### src/logic/tmrpre_map.vh
// Register offsets, field positions and constants for the counter block
`ifndef TMRPRE_MAP_VH
`define TMRPRE_MAP_VH
`define TMRPRE_OFS_COUNT 4'h1
`define TMRPRE_OFS_CONFIG 4'h2
`define TMRPRE_OFS_DIR 4'h3
`define TMRPRE_OFS_STATUS 4'h4
`define TMRPRE_CFG_RESET 8'hff
`define TMRPRE_DIR_RESET 8'h3f
`define TMRPRE_COUNT_RESET 8'h00
`define TMRPRE_BIT_WAKE 7
`define TMRPRE_BIT_PULLUP 6
`define TMRPRE_BIT_SRC 5
`define TMRPRE_BIT_EDGE 4
`define TMRPRE_BIT_ASSIGN 3
`define TMRPRE_PIN_A 0
`define TMRPRE_PIN_B 1
`define TMRPRE_PIN_SHARED 2
`define TMRPRE_PIN_D 3
`define TMRPRE_INSTR_DIV 2'h3
`endif

### src/logic/tmrpre_divider.v
// Shared divider: 8-bit ripple count with selectable tap
`timescale 1ns/1ns
module tmrpre_divider #(
  parameter WIDTH = 8
) (
  input wire ref_clk,
  input wire reset_n,
  input wire clear,
  input wire tick_in,
  input wire to_watchdog,
  input wire [2:0] ratio,
  output reg tick_out
);
  reg [WIDTH-1:0] div_reg;
  reg [WIDTH-1:0] div_next;
  reg [WIDTH:0] carry;
  reg hit;
  integer i;

  always @* begin
    carry = {(WIDTH+1){1'b0}};
    carry[0] = tick_in;
    for (i = 0; i < WIDTH; i = i + 1) begin
      carry[i+1] = carry[i] & div_reg[i];
    end
    div_next = div_reg + {{(WIDTH-1){1'b0}}, tick_in};
    if (clear) begin
      div_next = {WIDTH{1'b0}};
    end
    // Counter taps 1:2..1:256, watchdog 1:1..1:128
    if (to_watchdog) begin
      hit = (ratio == 3'h0) ? tick_in : carry[ratio];
    end else begin
      hit = carry[{1'b0, ratio} + 4'h1];
    end
  end

  always @(posedge ref_clk or negedge reset_n) begin
    if (!reset_n) begin
      div_reg <= {WIDTH{1'b0}};
      tick_out <= 1'b0;
    end else begin
      div_reg <= div_next;
      tick_out <= hit & ~clear;
    end
  end
endmodule

### src/logic/tmrpre_core.v
// Counter, shared divider and pin configuration behind Avalon-MM
`timescale 1ns/1ns
`include "tmrpre_map.vh"
module tmrpre_core #(
  parameter PINS = 6
) (
  input wire ref_clk,
  input wire reset_n,
  input wire [3:0] avs_address,
  input wire avs_read,
  input wire avs_write,
  input wire [31:0] avs_writedata,
  output reg [31:0] avs_readdata,
  output reg avs_waitrequest,
  input wire ext_count_input,
  output reg watchdog_tick,
  output reg [PINS-1:0] pin_input_mode,
  output reg [PINS-1:0] pin_wake_enable,
  output reg [PINS-1:0] pin_pullup_enable
);
  localparam BUS_IDLE = 1'b0;
  localparam BUS_ANSWER = 1'b1;

  reg [7:0] count_value_reg;
  reg [7:0] count_value_next;
  reg [7:0] config_reg;
  reg [7:0] config_next;
  reg [7:0] dir_reg;
  reg [7:0] dir_next;
  reg [1:0] instr_div_reg;
  reg pin_prev_reg;
  reg bus_state_reg;
  reg bus_state_next;
  reg div_clear_reg;
  reg div_clear_next;
  reg [31:0] readdata_next;
  reg instr_tick;
  reg pin_edge;
  reg src_tick;
  reg div_in;
  reg bus_req;
  reg wr_accept;
  reg rd_take;
  reg wr_count;
  reg wr_config;
  reg wr_dir;
  wire div_tick;
  wire [PINS-1:0] wake_pins;
  wire [7:0] wake_byte;
  wire [7:0] pullup_byte;
  genvar g;

  // Status word lanes; lanes above the pin count read zero
  generate
    for (g = 0; g < 8; g = g + 1) begin : g_lane
      if (g < PINS) begin : g_used
        assign wake_byte[g] = pin_wake_enable[g];
        assign pullup_byte[g] = pin_pullup_enable[g];
      end else begin : g_spare
        assign wake_byte[g] = 1'b0;
        assign pullup_byte[g] = 1'b0;
      end
    end
  endgenerate

  // Instruction cycle clock is the base clock divided by four
  always @* begin
    instr_tick = (instr_div_reg == `TMRPRE_INSTR_DIV);
    if (config_reg[`TMRPRE_BIT_EDGE]) begin
      pin_edge = pin_prev_reg & ~ext_count_input;
    end else begin
      pin_edge = ~pin_prev_reg & ext_count_input;
    end
    src_tick = config_reg[`TMRPRE_BIT_SRC] ? pin_edge : instr_tick;
    div_in = config_reg[`TMRPRE_BIT_ASSIGN] ? instr_tick : src_tick;
  end

  // One wait state: a request is answered on the edge after it is seen
  always @* begin
    bus_req = avs_read | avs_write;
    bus_state_next = BUS_IDLE;
    case (bus_state_reg)
      BUS_IDLE: begin
        if (bus_req) begin
          bus_state_next = BUS_ANSWER;
        end
      end
      BUS_ANSWER: begin
        bus_state_next = BUS_IDLE;
      end
      default: begin
        bus_state_next = BUS_IDLE;
      end
    endcase
  end

  // Writes land only on the edge at which waitrequest is seen low
  always @* begin
    wr_accept = avs_write & (bus_state_reg == BUS_ANSWER);
    rd_take = avs_read & (bus_state_reg == BUS_IDLE);
    wr_count = 1'b0;
    wr_config = 1'b0;
    wr_dir = 1'b0;
    if (wr_accept) begin
      case (avs_address)
        `TMRPRE_OFS_COUNT: begin
          wr_count = 1'b1;
        end
        `TMRPRE_OFS_CONFIG: begin
          wr_config = 1'b1;
        end
        `TMRPRE_OFS_DIR: begin
          wr_dir = 1'b1;
        end
        default: begin
          wr_count = 1'b0;
        end
      endcase
    end
  end

  // A new setting or count restarts the divider from zero
  always @* begin
    config_next = config_reg;
    dir_next = dir_reg;
    div_clear_next = 1'b0;
    if (wr_config) begin
      config_next = avs_writedata[7:0];
      div_clear_next = 1'b1;
    end
    if (wr_count) begin
      div_clear_next = 1'b1;
    end
    if (wr_dir) begin
      dir_next = {2'b00, avs_writedata[5:0]};
    end
  end

  // Only the counter and the status word read back
  always @* begin
    readdata_next = 32'h0000_0000;
    if (rd_take) begin
      case (avs_address)
        `TMRPRE_OFS_COUNT: begin
          readdata_next = {24'h00_0000, count_value_reg};
        end
        `TMRPRE_OFS_STATUS: begin
          readdata_next = {16'h0000, wake_byte, pullup_byte};
        end
        default: begin
          readdata_next = 32'h0000_0000;
        end
      endcase
    end
  end

  tmrpre_divider #(
    .WIDTH(8)
  ) u_div (
    .ref_clk(ref_clk),
    .reset_n(reset_n),
    .clear(div_clear_reg),
    .tick_in(div_in),
    .to_watchdog(config_reg[`TMRPRE_BIT_ASSIGN]),
    .ratio(config_reg[2:0]),
    .tick_out(div_tick)
  );

  always @* begin
    count_value_next = count_value_reg;
    if (config_reg[`TMRPRE_BIT_ASSIGN]) begin
      if (src_tick) begin
        count_value_next = count_value_reg + 8'h01;
      end
    end else if (div_tick) begin
      count_value_next = count_value_reg + 8'h01;
    end
    if (wr_count) begin
      count_value_next = avs_writedata[7:0];
    end
  end

  always @(posedge ref_clk or negedge reset_n) begin
    if (!reset_n) begin
      count_value_reg <= `TMRPRE_COUNT_RESET;
      config_reg <= `TMRPRE_CFG_RESET;
      dir_reg <= `TMRPRE_DIR_RESET;
      instr_div_reg <= 2'h0;
      pin_prev_reg <= 1'b0;
      bus_state_reg <= BUS_IDLE;
      div_clear_reg <= 1'b0;
      avs_readdata <= 32'h0000_0000;
      avs_waitrequest <= 1'b1;
      watchdog_tick <= 1'b0;
    end else begin
      instr_div_reg <= instr_div_reg + 2'h1;
      pin_prev_reg <= ext_count_input;
      count_value_reg <= count_value_next;
      config_reg <= config_next;
      dir_reg <= dir_next;
      bus_state_reg <= bus_state_next;
      div_clear_reg <= div_clear_next;
      avs_readdata <= readdata_next;
      avs_waitrequest <= (bus_state_next != BUS_ANSWER);
      watchdog_tick <= config_reg[`TMRPRE_BIT_ASSIGN] ? div_tick
        : instr_tick;
    end
  end

  generate
    for (g = 0; g < PINS; g = g + 1) begin : g_pin
      assign wake_pins[g] = (g == `TMRPRE_PIN_A) || (g == `TMRPRE_PIN_B) ||
        (g == `TMRPRE_PIN_D);
      always @(posedge ref_clk or negedge reset_n) begin
        if (!reset_n) begin
          pin_input_mode[g] <= 1'b1;
          pin_wake_enable[g] <= 1'b0;
          pin_pullup_enable[g] <= 1'b0;
        end else begin
          if (g == `TMRPRE_PIN_SHARED) begin
            pin_input_mode[g] <= dir_reg[g] |
              config_reg[`TMRPRE_BIT_SRC];
          end else begin
            pin_input_mode[g] <= dir_reg[g];
          end
          pin_wake_enable[g] <= wake_pins[g] & dir_reg[g] &
            ~config_reg[`TMRPRE_BIT_WAKE];
          pin_pullup_enable[g] <= wake_pins[g] & dir_reg[g] &
            ~config_reg[`TMRPRE_BIT_PULLUP];
        end
      end
    end
  endgenerate
endmodule

### config.mk
export PLATFORM = sky130hd
export DESIGN_NAME = tmrpre_core
export DESIGN_NICKNAME = d
export VERILOG_FILES = /design/src/logic/tmrpre_divider.v /design/src/logic/tmrpre_core.v
export VERILOG_INCLUDE_DIRS = /design/src /design/src/logic
export SDC_FILE = /design/constraint.sdc
export NUM_CORES = 1
export LEC_CHECK = 0
export CAP_MARGIN = 20
export CORE_ASPECT_RATIO = 2
export CORE_MARGIN = 2
export CORE_UTILIZATION = 25
export CTS_BUF_LIST = sky130_fd_sc_hd__clkbuf_4
export DETAILED_ROUTE_END_ITERATION = 10
export DONT_BUFFER_PORTS = 1
export PLACE_DENSITY = 0.46
export REMOVE_ABC_BUFFERS = 1
export SLEW_MARGIN = 20
export SYNTH_ARGS = -nofsm -noshare
export SYNTH_HDL_FRONTEND = slang
export SYNTH_SLANG_ARGS = --single-unit
### constraint.sdc
create_clock -name ref_clk -period 5.6 [get_ports ref_clk]
set_clock_uncertainty 0.05 [all_clocks]
set_input_delay 0.56 -clock ref_clk [delete_from_list [all_inputs] [get_ports ref_clk]]
set_output_delay 0.56 -clock ref_clk [all_outputs]
set_load 0.02 [all_outputs]
After elaboration in Yosys (flattened, before gate mapping) --
Cells that the tools add are included.
Word-level totals: flip-flop bits (word level) 82, input bits 41, logic and storage cells 94
Operators by class: add/subtract/negate cells 4, order comparisons 2, eq/ne operators 6, multiplexer cells 27, bitwise gates (word level) 28, reduce and logical (&&, ||, !) cells 3
Operator list (number):
- 8-bit 2-to-1 mux | 5
- 32-bit 2-to-1 mux | 1
- 12-bit one-hot mux with 2 select lines | 1
- 1-bit AND | 19
- 1-bit 2-to-1 mux | 17
- 8-bit by 1-bit adder with 8-bit output | 1
- 8-bit by 1-bit adder with 8-bit output (second input constant) | 1
- 4-bit by 2-bit equality test with 1-bit output (second input constant) | 2
- 1-bit inverter | 7
- 3-bit by 5-bit less-than comparator with 1-bit output (second input constant) | 1
- 4-bit by 5-bit less-than comparator with 1-bit output (second input constant) | 1
- 3-bit by 1-bit adder with 4-bit output (second input constant) | 1
- 1-bit binary-select mux with 4-bit select | 1
- 4-bit by 1-bit equality test with 1-bit output (second input constant) | 1
- 4-bit by 3-bit equality test with 1-bit output (second input constant) | 1
- 1-bit binary-select mux with 3-bit select | 1
- 3-bit logical NOT | 1
- 3-bit by 1-bit != test with 1-bit output (second input constant) | 1
- 3-bit nonzero test | 1
- 2-bit by 1-bit adder with 2-bit output (second input constant) | 1
- 2-bit equality test (second input constant) | 1
- 1-bit OR | 2
- 1-bit one-hot mux with 2 select lines | 1
- 2-bit AND reduction | 1

Longest topological paths before layout --
Gate-level depths: netlist of run 1.
depth after elaboration 17, gate-level depth with buffers 12, mapped depth without buffers 11

Hierarchy --
From an unflattened synthesis of run 1, not the netlist that was laid out.
Unflattened totals: cell total of the unflattened synthesis 253, area, all modules 2899.0 um2
By module, submodules not included:
- tmrpre_core | times used 1, cells each 185, area an instance 2284.7 um2, seq. area each 1327.5 um2
- tmrpre_divider | times used 1, cells each 68, area an instance 614.3 um2, seq. area each 225.2 um2

Worst setup path before layout of run 1 --
OpenSTA, ideal clock, no wires.
path type input to register, from input ext_count_input, to register u_div.tick_out, setup time 0.087 ns, arrival 2.715 ns, required time 5.463 ns, setup slack 2.748 ns, stages 11, cells stage by stage or3b_4 and3_4 nor2_1 ha_1 ha_1 ha_1 mux2i_1 a221oi_1 a311oi_1 o311a_1 a211oi_2
On the way: longest elaborated chain between the ends 17, elaborated cells on any way between the ends 21, classes of those cells mux (9); bitwise (12)
Ends and longest elaborated chain:
- from (decl) | line tmrpre_core.v:15 | input wire ext_count_input,
- 1-bit inverter | line tmrpre_core.v:70 | pin_edge = pin_prev_reg & ~ext_count_input;
- 1-bit AND | line tmrpre_core.v:70
- 1-bit 2-to-1 mux * | line tmrpre_core.v:69 | if (config_reg[`TMRPRE_BIT_EDGE]) begin
- 1-bit 2-to-1 mux * | line tmrpre_core.v:74 | src_tick = config_reg[`TMRPRE_BIT_SRC] ? pin_edge : instr_tick;
- 1-bit 2-to-1 mux * | line tmrpre_core.v:75 | div_in = config_reg[`TMRPRE_BIT_ASSIGN] ? instr_tick : src_tick;
- 1-bit AND (7 in series) | line tmrpre_divider.v:24 | carry[i+1] = carry[i] & div_reg[i];
- 1-bit AND or 1-bit binary-select mux with 3-bit select (tied branches) | line tmrpre_divider.v:24, tmrpre_divider.v:32
- 1-bit binary-select mux with 4-bit select or 1-bit 2-to-1 mux (tied branches) | line tmrpre_divider.v:34, tmrpre_divider.v:32
- 1-bit 2-to-1 mux, on equally long branches | line tmrpre_divider.v:34, tmrpre_divider.v:32
- 1-bit 2-to-1 mux * | line tmrpre_divider.v:31 | if (to_watchdog) begin
- 1-bit AND * | line tmrpre_divider.v:44 | tick_out <= hit & ~clear;
- to (signal assigned) | line tmrpre_divider.v:44
- to (decl) | line tmrpre_divider.v:12 | output reg tick_out
Every way passes the cells marked *; elsewhere a longest branch is shown, timed or not. The select of a mux whose other input is x is not followed. A chain may end at the register's enable or synchronous reset.

Worst setup path in the final report of run 1 --
from register pin_prev_reg, to register u_div.tick_out
On the way: longest elaborated chain between the ends 17, elaborated cells on any way between the ends 21, classes of those cells mux (9); bitwise (12)
Ends and longest elaborated chain:
- from (decl) | line tmrpre_core.v:31 | reg pin_prev_reg;
- from (signal assigned) | line tmrpre_core.v:197 | pin_prev_reg <= ext_count_input;
- 1-bit inverter | line tmrpre_core.v:72 | pin_edge = ~pin_prev_reg & ext_count_input;
- 1-bit AND | line tmrpre_core.v:72
- 1-bit 2-to-1 mux * | line tmrpre_core.v:69
- 1-bit 2-to-1 mux * | line tmrpre_core.v:74
- 1-bit 2-to-1 mux * | line tmrpre_core.v:75
- 1-bit AND (7 in series) | line tmrpre_divider.v:24
- 1-bit AND or 1-bit binary-select mux with 3-bit select (tied branches) | line tmrpre_divider.v:24, tmrpre_divider.v:32
- 1-bit binary-select mux with 4-bit select or 1-bit 2-to-1 mux (tied branches) | line tmrpre_divider.v:34, tmrpre_divider.v:32
- 1-bit 2-to-1 mux, on equally long branches | line tmrpre_divider.v:34, tmrpre_divider.v:32
- 1-bit 2-to-1 mux * | line tmrpre_divider.v:31
- 1-bit AND * | line tmrpre_divider.v:44
Marked as above.

==> impl_metrics.yaml, run 1 <==
setup_path:
  timing.rr.start: "pin_prev_reg"
  r2r_slack_ns: 2.57
  worstSetupStartpointType: "register"
  slowest_stage: "or3b_4"
  worst-path-buf-inv: 0
  crit_type: "reg -> reg"
  r2r_cells: 11
  path_cells: "or3b_4, and3_4, nor2_1, ha_1, ha_1, ha_1, mux2i_1, a221oi_1, a311oi_1, o311a_1, a211oi_2"
  crit_required_ns: 5.87
  slowest_delay_ns: 0.41
  cp_common_cell: "ha_1"
  worstPathArrival_ns: 3.30
  r2r-end: "u_div.tick_out"
  cp_max_fo: 6
  cpLargestDelayFamily: "compound AO/OA/AOI/OAI gates"
  end_kind: "register"
timing:
  rsz0062_at_grt: "no"
  tns_ns: 0
  setup_viol: 0
  tightest_slew_ns: 0.643
  min_period_ns: 3.03
  finalCritPeriodShare_pct: 54.1
  timing.slew.headroom_pct: 56.5
  fin_ws_ns: 2.57
  whs_ns: 0.115
  max_freq_mhz: 330
  slew_viol_final: 0
  timing.final.hold_violations: 0
job:
  drv_cap: 0
clocking:
  cts_htree_levels: 3
  cts_buffer_depth: 2
  cts_setup_buffers: 0
  clk_latency_ns: 0.41
  cts_root_buffer: "clkbuf_4"
  cts_inserted_buffers: 9
  cts_hold_buf: 2
  clk_transition_reported_paths_ns: 0.10
  cts_tree: "yes"
  clock_sinks: 61
  ctsResizeCount: 0
synth:
  synthFlopType: "dfrtp_1"
  yosysMostFrequentCell: "dfrtp_1"
  synth_top_area_share_pct: 34.8
  netlist_top_cells_area: "dfrtp_1, dfstp_2, buf_4, mux2_2, xor2_1"
  yosysSeqAreaShare_pct: 54.0
  synth-edff-count: 0
  ys_seq_elements: 61
  syn_inst: 249
  synthDistinctLibCells: 48
  syn_area_sq_mm: 0.00287
  synth_common_cells: "dfrtp_1, buf_4, dfstp_2"
  avgSynthCellArea_sq_um: 11.5
  ys_async_sr_fraction_pct: 100
  synth-warning-count: 0
  yosys.area.top_type: "dfrtp_1"
finish:
  final_cells: 403
  post-route-util_pct: 27.4
  final_cell_area_sq_mm: 0.00309
  fin_nets: 303
  area_growth_pct: 7.66
  largest_reg_flops: 11
  drive_gt1_share_pct: 22.7
  max_flop_register: "avs_readdata"
placed_design:
  dp.cells: 384
  placed_area_sq_mm: 0.00292
  port_buffers: 0
  gp_congestion: 0.756
  dp_slack_ns: 2.37
  dp.final_hpwl_um: 4750
global_route:
  grt_pass1_wl_um: 10000
  grt_usage_pct: 11.0
  grt_use_met3_pct: 2.26
  grt_max_degree: 62
  grt_util_met1_pct: 10.1
  overflow: 0
  grt_busiest_layer: "met2"
  use_met2_pct: 21.5
  grt_pass1_vias: 1844
  antenna_found_initial: 1
route:
  viasPerCell: 4.39
  drt-wirelength-per-cell_um: 15.6
  route.vias.total: 1768
  drc: 0
  antenna_left: 0
  first_pass_iters: 4
  drt_iter0_markers: 49
  wl_um: 6300
floorplanning:
  rows: 55
  pin_count: 93
  core_sq_mm: 0.0113
  die_area_sq_mm: 0.0124
  dieHeight_um: 156
  die_w_um: 79.8
  start_util_pct: 25.5
power:
  ir_worst_vdd_mv: 0.210
  power_mw: 1.23
  p_leak_nw: 1.35
  p_per_area_mw_per_mm2: 398
outcome:
  status: "finished clean"
min_path:
  holdPathEnd: "pin_prev_reg"
  holdCritPathClass: "in -> reg"
  min_path_cells: 0
  hold_path_startpoint: "ext_count_input"
-- layout by cell type (no fill, tap or decap), types with 9 or more instances in the layout --
cell type / n
nor2b_1: 13
dfstp_2: 21
dfrtp_1: 40
nand2_1: 13
clkbuf_4: 11
and2_1: 9
o21ai_1: 10
mux2_2: 15
nor2_1: 14
xor2_1: 12
conb_1: 27
-- logic make-up (layout without fill, tap and decap cells) --
kind of cell / count (synthesis) / in the layout / synth area share (%)
flops: 61 / 61 / 54.0
compound gates: 37 / 37 / 9.10
other cells: 1 / 28 / 0.130
xor+xnor: 12 / 12 / 3.66
simple gates: 75 / 75 / 14.7
buf+inv: 39 / 24 / 8.75
fa+ha+maj: 7 / 7 / 3.05
mux: 17 / 17 / 6.57
-- worst max path at each step --
stage | from | end | cells past startpoint
after global routing | pin_prev_reg | u_div.tick_out | 11
after CTS | pin_prev_reg | u_div.tick_out | 11
after detailed placement | ext_count_input | u_div.tick_out | 11
after global placement | ext_count_input | u_div.tick_out | 11
after floorplan | ext_count_input | u_div.tick_out | 11
final | pin_prev_reg | u_div.tick_out | 11
-- routing by layer --
metal  vias to the layer above  wire (um)
met5                         -          0
met4                         0        175
met3                        10        259
met2                        49       3790
met1                       886       2070
li1                        823          -
-- final cells by class --
class	count	area [sq um]
flip-flops and latches	61	1550
well taps	142	178
inverters	6	22.5
clock inverters	5	51.3
repair buffers	2	37.5
fillers	1229	8190
multi-input cells	175	1170
diodes	1	2.50
clock buffers	11	82.6
-- report_power, final --
part | total (mW) | leakage, nW | internal [mW] | switching, mW
Clock | 0.305 | 0.0743 | 0.143 | 0.161
Combinational | 0.231 | 0.537 | 0.112 | 0.120
Sequential | 0.695 | 0.742 | 0.560 | 0.136
No activity file was read; power rests on OpenSTA's default activity.
==> run 2, diff against run 1 <==
Clock period 5.6 ns to 2.9 ns, I/O delays scaled along.
==> run 2 against run 1 <==
Non-clock buffer count grew 13. Count of clock-buffer cells in the layout stayed put. First-iteration DRC count is 53% higher. Cell area rose by 4.2%. Register-to-register slack worse by 2.4 ns. Sequential share of layout area shrank 2.0 points. Setup slack worse by 2.4 ns. Highest routed layer unchanged. Sequential power grew 93%. Total power increased by 95%. Wire length grew 4.0%. Critical path depth unchanged.
==> impl_metrics.yaml, run 2 (synthesized netlist as in run 1, its figures left out) <==
clocking:
  cts_root_buffer: "clkbuf_4"
  clock_sinks: 61
  clk_latency_ns: 0.41
  cts_buffer_depth: 2
  clk_transition_reported_paths_ns: 0.10
  cts_inserted_buffers: 9
  cts_tree: "yes"
  cts_htree_levels: 3
route:
  route.vias.total: 1829
  first_pass_iters: 4
  antenna_left: 0
  drt-wirelength-per-cell_um: 15.7
  wl_um: 6550
  drt_iter0_markers: 75
  drc: 0
  viasPerCell: 4.40
timing:
  whs_ns: 0.0149
  timing.final.hold_violations: 0
  tns_ns: 0
  min_period_ns: 2.74
  slew_viol_final: 0
  setup_viol: 0
  tightest_slew_ns: 0.671
  rsz0062_at_grt: "no"
  timing.slew.headroom_pct: 54.6
  max_freq_mhz: 365
  finalCritPeriodShare_pct: 94.5
finish:
  fillers: 1227
  drive_gt1_share_pct: 24.2
  largest_reg_flops: 11
  multiInputGateArea_sq_mm: 0.00118
  mostFrequentLayoutCells: "dfrtp_1, conb_1, dfstp_2"
  area_growth_pct: 12.2
  final_cell_area_sq_mm: 0.00323
  final_common_cell: "dfrtp_1"
  max_flop_register: "avs_readdata"
  fin_nets: 316
  seqCellArea_sq_mm: 0.00155
setup_path:
  end_kind: "register"
  crit_required_ns: 3.17
  worstSetupStartpointType: "register"
  slowest_delay_ns: 0.42
  cp_max_fo: 3
  path_cells: "or3b_4, and3_4, nor2_1, ha_2, ha_1, ha_2, mux2i_1, a221oi_1, a311oi_1, o311a_1, a211oi_2"
  worstPathArrival_ns: 3.02
  slowest_stage: "or3b_4"
  cp_common_cell: "ha_2"
  crit_type: "reg -> reg"
placed_design:
  dp.final_hpwl_um: 4790
  port_buffers: 0
  gp_congestion: 0.782
  placed_area_sq_mm: 0.00295
min_path:
  holdCritPathClass: "in -> reg"
power:
  power.switching_mw: 0.815
  p_leak_nw: 1.41
  comb_power_share_pct: 20.0
  ir_worst_vdd_mv: 0.403
  p_sw_share_pct: 33.9
  p_int_mw: 1.59
  p_seq_share_pct: 55.8
  p_per_area_mw_per_mm2: 746
  pwr-share-clk_pct: 24.2
global_route:
  grt_pass1_wl_um: 10600
  grt_max_degree: 62
  overflow: 0
  antenna_found_initial: 1
  grt_usage_pct: 11.6
  grt_pass1_vias: 1971
job:
  drv_cap: 0
floorplanning:
  die_area_sq_mm: 0.0124
  die_w_um: 79.8
  start_util_pct: 25.5
  dieHeight_um: 156
  pin_count: 93
  core_sq_mm: 0.0113
  rows: 55
outcome:
  status: "finished clean"
## run 2: path summary, 6_finish.rpt
kind | depth (start not counted) | slack [ns] | from | end
setup / recovery | 11 | 0.16 | pin_prev_reg | u_div.tick_out
hold / removal | 2 | 0.01 | avs_writedata[7] | count_value_reg[7]
setup reg to reg | 11 | 0.16 | pin_prev_reg | u_div.tick_out
hold reg to reg | 0 | 0.32 | dir_reg[5] | pin_input_mode[5]
max in group asynchronous | 2 | 2.10 | reset_n | avs_waitrequest
min in group asynchronous | 2 | 0.39 | reset_n | count_value_reg[4]
## run 2: power groups by stage
stage                     logic (mW)  registers, mW  clock network (mW)
after floorplan                0.363           1.28                   0
after detailed placement       0.440           1.36                   0
after global placement         0.435           1.36                   0
after global routing           0.555           1.37               0.647
final                          0.481           1.34               0.583
after CTS                      0.483           1.34               0.611
## run 2: cell type report
cell class                 count  share of cell area (%)
timing repair buffer          15                    4.89
clock buffer                  11                    2.56
clock inverter                 5                    1.59
tap                          142                    5.51
antenna                        1                  0.0776
sequential                    61                    48.1
multi-input combinational    175                    36.5
inverter                       6                   0.698
## run 2: timing repair
item | 4_1_cts | 5_1_grt
setup endpoints to repair | 0 | 1
hold endpoints to repair | 83 | 0
setup buffers | 0 | 0
hold buffers | 11 | 0
resized for setup | 0 | 4
## run 2: critical path: cells and delay by family, from the launching register on
family | cells | cell delay, ns
AO/OA/AOI/OAI | 4 | 0.86
adder cells (fa/ha/maj) | 3 | 0.56
flip-flops | 1 | 0.40
multiplexers | 1 | 0.07
AND/OR/NAND/NOR | 3 | 0.73
## run 2: per-stage QoR
step	setup slack, ns	instances	utilization [%]	power, mW
finish	0.158	416	28.6	2.41
global route	0.00184	416	28.6	2.58
CTS	0.129	415	28.5	2.44
detailed placement	0.162	388	26.1	1.80
global placement	0.173	388	26.1	1.79
floorplan	0.232	242	-	1.64
## run 2: routing by layer
| metal | up-vias | track usage [%] | routed length (um) |
|---|---|---|---|
| met5 | - | 0 | 0 |
| met4 | 0 | 6.30 | 167 |
| met3 | 11 | 2.08 | 187 |
| met2 | 46 | 22.5 | 3930 |
| met1 | 923 | 11.0 | 2260 |
| li1 | 849 | - | - |
